$ cat config.mk
export PLATFORM = sky130hd
export DESIGN_NAME = lnb_ctrl
export DESIGN_NICKNAME = d
export VERILOG_FILES = /design/src/rtl/lnb_ctrl_pkg.sv /design/src/rtl/lnb_ctrl.sv
export SDC_FILE = /design/constraint.sdc
export NUM_CORES = 1
export LEC_CHECK = 0
export ABC_AREA = 1
export BUFFER_PORTS_ARGS = -buffer_cell sky130_fd_sc_hd__buf_2
export CORE_UTILIZATION = 50
export DETAILED_ROUTE_END_ITERATION = 8
export PLACE_DENSITY_LB_ADDON = 0.08
export SLEW_MARGIN = 25
export SYNTH_ARGS = -nofsm -noshare
export SYNTH_HDL_FRONTEND = slang
export SYNTH_SLANG_ARGS = --single-unit
$ cat constraint.sdc
create_clock -name sys_clk -period 1.5 [get_ports sys_clk]
set_input_delay 0.3 -clock sys_clk [delete_from_list [all_inputs] [get_ports sys_clk]]
set_output_delay 0.3 -clock sys_clk [all_outputs]
set_load 0.01 [all_outputs]
$ cat src/rtl/lnb_ctrl_pkg.sv
// constants, field layouts and types shared by the dual antenna supply controller
package lnb_ctrl_pkg;
    // ==========================================================================
    // timing
    localparam int unsigned SYS_CLK_HZ    = 100_000_000;
    localparam int unsigned TONE_HZ       = 22_000;
    localparam int unsigned CONV_PER_TONE = 10;
    localparam int unsigned CONV_HALF_CYC = SYS_CLK_HZ / (TONE_HZ * CONV_PER_TONE * 2);
    localparam logic [7:0]  CONV_DIV_MAX  = 8'(CONV_HALF_CYC - 1);
    localparam logic [4:0]  TONE_STEP_MAX = 5'(2 * CONV_PER_TONE - 1);
    localparam logic [4:0]  TONE_HALF     = 5'(CONV_PER_TONE);
    // ==========================================================================
    // bus address, upper six bits; the select pin supplies the lowest
    localparam logic [5:0]  SLAVE_ADDR_BASE = 6'h04;
    localparam logic [3:0]  BITS_PER_BYTE   = 4'h8;
    // ==========================================================================
    // register field positions
    localparam int SR_SEL_BIT = 7;
    localparam int ONE_DCL    = 6;
    localparam int ONE_ISEL   = 5;
    localparam int ONE_FORCE  = 4;
    localparam int ONE_BOOST  = 3;
    localparam int ONE_VOLT   = 2;
    localparam int ONE_ON     = 1;
    localparam int ONE_OLF    = 0;
    localparam int TWO_ISEL   = 6;
    localparam int TWO_FORCE  = 5;
    localparam int TWO_BOOST  = 4;
    localparam int TWO_VOLT   = 3;
    localparam int TWO_ON     = 2;
    localparam int TWO_OTF    = 1;
    localparam int TWO_OLF    = 0;
    localparam logic [7:0] SR_RESET = 8'h00;
    // ==========================================================================
    // output voltage codes
    localparam logic [1:0] VOLT_13V = 2'h0;
    localparam logic [1:0] VOLT_14V = 2'h1;
    localparam logic [1:0] VOLT_18V = 2'h2;
    localparam logic [1:0] VOLT_19V = 2'h3;
    // ==========================================================================
    // types
    typedef struct packed {
        logic isel;
        logic toneForce;
        logic boost;
        logic voltSel;
        logic on;
    } chan_cfg_t;

    typedef struct packed {
        logic       scl;
        logic       sda;
        logic       addrSel;
        logic       lockout;
        logic [1:0] key;
        logic [1:0] hv;
        logic [1:0] ovl;
        logic       otf;
    } pin_in_t;

    // bus lines idle high, everything else low
    localparam pin_in_t PIN_IDLE = pin_in_t'(11'h600);

    typedef enum {BUS_IDLE, BUS_ADDR, BUS_ADDR_ACK, BUS_WDATA, BUS_WACK, BUS_RDATA, BUS_RACK} bus_state_t;
endpackage : lnb_ctrl_pkg

$ cat src/rtl/lnb_ctrl.sv
// dual antenna supply control: serial register slave, tone gating, voltage codes, converter clock
// Summary of operation
// - A set tone-force bit gives a continuous tone on its channel regardless of the key pin.
// - With tone-force clear the tone follows the channel's key pin, on while high and off while low.
// - Each channel's on bit enables or shuts down that channel's converter; supply lockout also shuts down both.
// - An enabled channel outputs 13V with voltage select low and 18V with it high.
// - A set cable-drop boost bit adds one volt to the selected level.
// - A high on the high-voltage pin forces the 18V setting over the register bit.
// - All operation except the converter clock stops while the supply lockout is active.
// - Both switch drive outputs are held low during supply lockout.
// - The converter clock runs at ten times the tone frequency from the same oscillator.
// - Two registers written over the serial bus hold all settings, read back with status bits.
// - The serial slave works with bus clocks up to 400kHz.
// - The slave answers one of two addresses chosen by the address select pin.
// - Both registers clear to zero at power-on.
module lnb_ctrl (
    input  wire logic                    sys_clk,
    input  wire logic                    reset,
    input  wire lnb_ctrl_pkg::pin_in_t   pins,
    output logic                         sdaOut,
    output logic                         sdaOe,
    output logic [1:0]                   chanOn,
    output logic [1:0][1:0]              voltCode,
    output logic [1:0]                   toneOut,
    output logic [1:0]                   switchDrive,
    output logic [1:0]                   currentSel,
    output logic                         dclMode,
    output logic                         convClk
);
    import lnb_ctrl_pkg::*;

    // ==========================================================================
    // pin synchronisers
    pin_in_t    pinS1_q;
    pin_in_t    pinS2_q;
    pin_in_t    pinS3_q;
    logic       lock;

    // two flops on every pin, third stage for bus edges
    // oversampled bus
    always_ff @(posedge sys_clk) begin
        if (reset) begin
            pinS1_q <= PIN_IDLE;
            pinS2_q <= PIN_IDLE;
            pinS3_q <= PIN_IDLE;
        end else begin
            pinS1_q <= pins;
            pinS2_q <= pinS1_q;
            pinS3_q <= pinS2_q;
        end
    end

    assign lock = pinS2_q.lockout;

    // ==========================================================================
    // converter and tone timebase
    logic [7:0] divCnt_q;
    logic       convTick;
    logic [4:0] toneCnt_q;
    logic       periodStart;
    logic       convClk_q;

    assign convTick    = (divCnt_q == CONV_DIV_MAX);
    assign periodStart = convTick && (toneCnt_q == TONE_STEP_MAX);

    // half-period divider of the converter clock
    always_ff @(posedge sys_clk) begin
        if (reset) begin
            divCnt_q <= 8'h00;
        end else begin
            divCnt_q <= convTick ? 8'h00 : divCnt_q + 8'h01;
        end
    end

    always_ff @(posedge sys_clk) begin
        if (reset) begin
            convClk_q <= 1'b0;
            toneCnt_q <= 5'h00;
        end else if (convTick) begin
            convClk_q <= ~convClk_q;
            toneCnt_q <= (toneCnt_q == TONE_STEP_MAX) ? 5'h00 : toneCnt_q + 5'h01;
        end
    end

    // ==========================================================================
    // register storage
    chan_cfg_t [1:0] cfg_q;
    logic            dcl_q;

    // decode one written byte into a channel setting
    function automatic chan_cfg_t decodeCfg(input logic [7:0] b);
        chan_cfg_t c;
        if (!b[SR_SEL_BIT]) begin
            c = '{isel: b[ONE_ISEL], toneForce: b[ONE_FORCE], boost: b[ONE_BOOST],
                  voltSel: b[ONE_VOLT], on: b[ONE_ON]};
        end else begin
            c = '{isel: b[TWO_ISEL], toneForce: b[TWO_FORCE], boost: b[TWO_BOOST],
                  voltSel: b[TWO_VOLT], on: b[TWO_ON]};
        end
        return c;
    endfunction : decodeCfg

    // read-back image of one register with live status
    function automatic logic [7:0] readImage(input logic sel, input chan_cfg_t c, input logic d,
                                             input logic [1:0] ovl, input logic otf);
        logic [7:0] b;
        b = 8'h00;
        if (!sel) begin
            b[ONE_DCL]   = d;
            b[ONE_ISEL]  = c.isel;
            b[ONE_FORCE] = c.toneForce;
            b[ONE_BOOST] = c.boost;
            b[ONE_VOLT]  = c.voltSel;
            b[ONE_ON]    = c.on;
            b[ONE_OLF]   = ovl[0];
        end else begin
            b[SR_SEL_BIT] = 1'b1;
            b[TWO_ISEL]   = c.isel;
            b[TWO_FORCE]  = c.toneForce;
            b[TWO_BOOST]  = c.boost;
            b[TWO_VOLT]   = c.voltSel;
            b[TWO_ON]     = c.on;
            b[TWO_OTF]    = otf;
            b[TWO_OLF]    = ovl[1];
        end
        return b;
    endfunction : readImage

    // ==========================================================================
    // serial bus slave
    bus_state_t state_q;
    logic [3:0] bitCnt_q;
    logic [7:0] shift_q;
    logic [7:0] txByte_q;
    logic       rdSel_q;
    logic       rw_q;
    logic       sdaOe_q;
    logic       sclRise;
    logic       sclFall;
    logic       startCond;
    logic       stopCond;
    logic       addrHit;
    logic       byteDone;
    logic [7:0] rdImage;

    assign sclRise   = pinS2_q.scl && !pinS3_q.scl;
    assign sclFall   = !pinS2_q.scl && pinS3_q.scl;
    assign startCond = pinS2_q.scl && pinS3_q.scl && pinS3_q.sda && !pinS2_q.sda;
    assign stopCond  = pinS2_q.scl && pinS3_q.scl && !pinS3_q.sda && pinS2_q.sda;
    assign byteDone  = (bitCnt_q == BITS_PER_BYTE);
    assign addrHit   = (shift_q[7:1] == {SLAVE_ADDR_BASE, pinS2_q.addrSel});
    // image of the register due next on a read
    assign rdImage   = readImage(rdSel_q, cfg_q[rdSel_q], dcl_q, pinS2_q.ovl, pinS2_q.otf);

    // bit shifter, sampled on rising bus clock
    always_ff @(posedge sys_clk) begin
        if (reset) begin
            shift_q  <= 8'h00;
            bitCnt_q <= 4'h0;
        end else if (startCond) begin
            bitCnt_q <= 4'h0;
        end else if (sclRise && (state_q == BUS_ADDR || state_q == BUS_WDATA || state_q == BUS_RDATA)) begin
            shift_q  <= {shift_q[6:0], pinS2_q.sda};
            bitCnt_q <= bitCnt_q + 4'h1;
        end else if (sclFall && (state_q == BUS_ADDR_ACK || state_q == BUS_WACK || state_q == BUS_RACK)) begin
            bitCnt_q <= 4'h0;
        end
    end

    // bus state machine and data line drive
    // no acknowledge under lockout
    always_ff @(posedge sys_clk) begin
        sdaOut <= 1'b0; // open drain: only the enable moves
        if (reset || lock) begin
            state_q  <= BUS_IDLE;
            sdaOe_q  <= 1'b0;
            rw_q     <= 1'b0;
            rdSel_q  <= 1'b0;
            txByte_q <= 8'h00;
        end else if (startCond) begin
            state_q <= BUS_ADDR;
            sdaOe_q <= 1'b0;
        end else if (stopCond) begin
            state_q <= BUS_IDLE;
            sdaOe_q <= 1'b0;
        end else begin
            case (state_q)
                BUS_ADDR: begin
                    if (sclFall && byteDone) begin
                        state_q <= addrHit ? BUS_ADDR_ACK : BUS_IDLE;
                        sdaOe_q <= addrHit;
                        rw_q    <= shift_q[0];
                        rdSel_q <= 1'b0;
                    end
                end
                BUS_ADDR_ACK, BUS_RACK: begin
                    if (sclRise && state_q == BUS_RACK && pinS2_q.sda) begin
                        state_q <= BUS_IDLE;
                    end else if (sclFall) begin
                        if (rw_q) begin
                            txByte_q <= rdImage;
                            sdaOe_q  <= !rdImage[7]; // msb goes out first
                            rdSel_q  <= ~rdSel_q;
                            state_q  <= BUS_RDATA;
                        end else begin
                            sdaOe_q <= 1'b0;
                            state_q <= BUS_WDATA;
                        end
                    end
                end
                BUS_WDATA: begin
                    if (sclFall && byteDone) begin
                        sdaOe_q <= 1'b1;
                        state_q <= BUS_WACK;
                    end
                end
                BUS_WACK: begin
                    if (sclFall) begin
                        sdaOe_q <= 1'b0;
                        state_q <= BUS_WDATA;
                    end
                end
                BUS_RDATA: begin
                    if (sclFall) begin
                        sdaOe_q <= byteDone ? 1'b0 : !txByte_q[3'(7 - 32'(bitCnt_q))];
                        state_q <= byteDone ? BUS_RACK : BUS_RDATA;
                    end
                end
                default: begin
                    state_q <= BUS_IDLE;
                    sdaOe_q <= 1'b0;
                end
            endcase
        end
    end

    // register write at the end of a data byte
    // cleared at reset and in lockout
    always_ff @(posedge sys_clk) begin
        if (reset || lock) begin
            cfg_q <= {2{chan_cfg_t'(SR_RESET[4:0])}};
            dcl_q <= 1'b0;
        end else if (state_q == BUS_WDATA && sclFall && byteDone) begin
            cfg_q[shift_q[SR_SEL_BIT]] <= decodeCfg(shift_q);
            if (!shift_q[SR_SEL_BIT]) begin
                dcl_q <= shift_q[ONE_DCL];
            end
        end
    end

    // ==========================================================================
    // channel outputs
    logic [1:0] toneGate_q;
    logic [1:0] chanOn_q;
    logic [1:0][1:0] voltCode_q;
    logic [1:0] toneOut_q;
    logic [1:0] switchDrive_q;

    // gate changes only at a tone period start
    always_ff @(posedge sys_clk) begin
        if (reset) begin
            toneGate_q <= 2'h0;
        end else if (periodStart) begin
            for (int ch = 0; ch < 2; ch++) begin
                toneGate_q[ch] <= cfg_q[ch].toneForce || pinS2_q.key[ch];
            end
        end
    end

    always_ff @(posedge sys_clk) begin
        if (reset) begin
            chanOn_q      <= 2'h0;
            voltCode_q    <= '0;
            toneOut_q     <= 2'h0;
            switchDrive_q <= 2'h0;
        end else begin
            for (int ch = 0; ch < 2; ch++) begin
                chanOn_q[ch]      <= cfg_q[ch].on && !lock;
                voltCode_q[ch]    <= (cfg_q[ch].on && !lock) ?
                                     {cfg_q[ch].voltSel || pinS2_q.hv[ch], cfg_q[ch].boost} : VOLT_13V;
                toneOut_q[ch]     <= toneGate_q[ch] && cfg_q[ch].on && !lock && (toneCnt_q < TONE_HALF);
                switchDrive_q[ch] <= convClk_q && cfg_q[ch].on && !lock;
            end
        end
    end

    assign sdaOe       = sdaOe_q;
    assign chanOn      = chanOn_q;
    assign voltCode    = voltCode_q;
    assign toneOut     = toneOut_q;
    assign switchDrive = switchDrive_q;
    assign currentSel  = {cfg_q[1].isel, cfg_q[0].isel};
    assign dclMode     = dcl_q;
    assign convClk     = convClk_q;
endmodule : lnb_ctrl

==> flow_metrics.py <==
metrics = {
    "global_route": {
        "maximum_number_of_pins_on_one_net_before_global_route_repair": 21,
        "antenna_found_initial": 0,
        "grt_remaining_overflow": 0,
        "total_routing_usage_gr_pct": 20.7,
        "number_of_global_route_vias_before_repair": 2649,
        "first_pass_grt_wire_length_um": 12000,
    },
    "worst_setup_path": {
        "critical_path.max_stage_delay_ps": 330,
        "cp.required_ps": 1740,
        "critPathArrivalTime_ps": 1700,
        "critPathLaunchType": "flip-flop",
        "worstRegToRegCells": 10,
        "timing.setup.critical_path_class": "flip-flop to flip-flop",
        "worst_r2r_startpoint": "bitCnt_q[1]",
        "cp-end-kind": "flip-flop",
        "crit_path_cell_trace": "inv_2 > ha_2 > nand2_2 > nor2_4 > nand2_2 > nor2_4 > nand2_4 > clkinv_2 > buf_4 > a21oi_1",
        "cp_slowest_cell": "sky130_fd_sc_hd__dfxtp_2",
        "critPathLaunch": "bitCnt_q[1]",
        "max_fanout_on_critical_path": 4,
    },
    "power_and_ir_drop": {
        "power.density_nw_per_um2": 1010,
        "cellLeakagePower_uw": 0.00179,
        "vdd_ir_drop_max_v": 0.000612,
    },
    "sta": {
        "fmax_mhz": 684,
        "grt_setup_unrepaired": "true",
        "finalMaxSlewViolations": 0,
        "worst_clock_skew_ps": 12.1,
        "final_period_minus_worst_setup_slack_ps": 1460,
        "finalHoldViolCount": 0,
        "finalSetupViolations": 0,
        "fin_crit_sh_pct": 97.5,
    },
    "detailed_routing": {
        "drt-initial-drc-count": 143,
        "average_vias_per_placed_instance": 4.75,
        "post_drt_wl_per_cell_um": 11.7,
        "drt_wl_total_um": 7130,
        "dr.pass1.iters": 5,
        "via_count": 2908,
        "antenna_violating_nets_post_route": 0,
        "drt_drc_violations_left": 0,
    },
    "logic_synthesis": {
        "synth.cell_area_um2": 3540,
        "synth_top_area_cell": "sky130_fd_sc_hd__dfxtp_1",
        "yosys-top-cells-area": "sky130_fd_sc_hd__dfxtp_1, sky130_fd_sc_hd__nand2_1, sky130_fd_sc_hd__nor2_1",
        "netlist-cell-type-count": 31,
        "postSynthCellCount": 464,
        "synth.avg_cell_area_um2": 7.63,
        "synth-warning-count": 0,
        "synth-seq-cells": 87,
        "synth_seq_area_share_pct": 49.2,
        "synth.top_cell.area_share_pct": 49.2,
        "syn_nets": 482,
    },
    "die": {
        "start_util_pct": 51.8,
        "row_count": 30,
        "die_w_um": 86.2,
        "coreArea_um2": 6830,
        "io_pins": 29,
        "die_area_um2": 7420,
        "die_height_um": 86.2,
    },
    "outcome": {
        "status": "completed",
    },
    "cells_and_area": {
        "design.final.nets": 529,
        "drive_gt1_share_pct": 20.7,
        "post-route-util_pct": 60.5,
        "layout.cells.most_common_list": "sky130_fd_sc_hd__dfxtp_1, sky130_fd_sc_hd__nand2_1, sky130_fd_sc_hd__nor2_1",
        "antenna_cells_inserted": 0,
        "layout.cells.most_common": "sky130_fd_sc_hd__dfxtp_1",
        "areaGrowthSynthToFinish_pct": 16.8,
        "finalInstanceArea_um2": 4140,
    },
    "clock_tree": {
        "cts_max_path_buffers": 2,
        "clk_pin_slew_worst_paths_ps": 90,
        "tritoncts.num_buffers": 9,
        "root_buffer": "sky130_fd_sc_hd__clkbuf_8",
        "clock_tree.htree_level_count": 3,
        "insertion_delay_ps": 350,
        "cts_tree": "built",
        "clock_sink_count": 87,
    },
    "place": {
        "placed_cell_area_um2": 3850,
        "place.port_buffers": 27,
        "routabilityCongestion": 0.873,
        "place_hpwl_um": 5200,
    },
    "min_path": {
        "worst_hold_path_type": "primary input to flip-flop",
        "worst_hold_path.num_cells": 2,
        "worst_hold_startpoint": "pins[9]",
    },
    "flow_run": {
        "max_cap_viol_count": 0,
    },
}
[report_power, final]
group | internal, uW | total, uW | switching [uW]
registers | 2350 | 2370 | 18.9
clock network | 796 | 1660 | 865
logic | 62.0 | 167 | 105
total | 3210 | 4190 | 989
[registers in the layout, indices dropped and copies added (netlist names)]
| register | flops |
|---|---|
| txByte_q | 8 |
| pinS3_q | 2 |
| chanOn | 2 |
| lock | 1 |
| voltCode | 4 |
| divCnt_q | 8 |
| convClk | 1 |
| shift_q | 8 |
| bitCnt_q | 4 |
| toneGate_q | 2 |
| toneCnt_q | 5 |
| cfg_q | 8 |
| toneOut | 2 |
| rdSel_q | 1 |
| state_q | 3 |
| dclMode | 1 |
| pinS1_q | 11 |
| sdaOe | 1 |
| pinS2_q | 10 |
| rw_q | 1 |
| currentSel | 2 |
| switchDrive | 2 |
[critical path: cells and delay by family, from the launching register on]
kind,cells,cell delay (ps)
AND/OR/NAND/NOR,5,550
flip-flops,1,330
buffers and inverters,3,240
adder cells (fa/ha/maj),1,160
AO/OA/AOI/OAI,1,60
[area by class of cell]
type                            count  area, um^2
Timing Repair inverter              1        5.00
Fill cell                         645        2700
Tap cell                           96         120
Clock buffer                       10         128
Clock inverter                      6        80.1
Inverter                           74         283
Timing Repair Buffer               46         282
Multi-Input combinational cell    292        1490
Sequential cell                    87        1750
[layer usage]
layer,vias to the layer above,global-route usage [%],share of wire (%)
li1,1552,-,-
met1,1302,27.5,49
met2,50,33.4,46
met3,4,4.04,3.8
met4,0,7.73,0.80
met5,-,0,0
[through the flow]
step	hold WS, ps	worst slack [ps]	power [uW]	TNS, ps	instances
2_1_floorplan	388	42.0	2530	0	464
3_3_place_gp	391	75.7	2580	0	592
3_5_place_dp	392	5.61	2580	0	592
4_1_cts	116	37.1	4240	0	608
5_1_grt	115	-36.3	4380	-202	612
6_report	124	38.0	4190	0	612
[path summary, 6_finish.rpt]
path                                    to  slack (ps)
worst max register to register    cfg_q[3]          40
worst min-delay path            pinS1_q[9]         120
worst min register to register  pinS2_q[3]         400
worst max-delay path              cfg_q[3]          40
[timing repair]
item	4_1_cts	5_1_grt
gates resized for setup	1	22
pin swaps	0	7
hold buffers	0	0
buffers inserted	0	3
endpoints found under the setup margin	1	27
cloned	0	1
[cell families (layout without fill, tap and decap cells)]
logic type / after synthesis / in the layout / share of synthesized area [%]
other cells: 1 / 1 / 0.106
compound gates: 85 / 85 / 12.4
simple gates: 194 / 194 / 25.0
fa+ha+maj: 5 / 5 / 1.77
xor+xnor: 7 / 7 / 1.73
flops: 87 / 87 / 49.2
buf+inv: 85 / 137 / 9.79
[synthesized netlist by cell type, drive strengths merged]
cell	n
buf	6
clkbuf	5
nand4	5
o21ai	37
dfxtp	87
conb	1
nand3b	1
ha	5
nand2	77
a21oi	44
xor2	4
inv	73
xnor2	3
nand3	23
a21boi	1
or2	4
clkinv	1
a211oi	3
nor3b	2
nor3	7
nor2	75
Power figures use the tool's default switching activity.
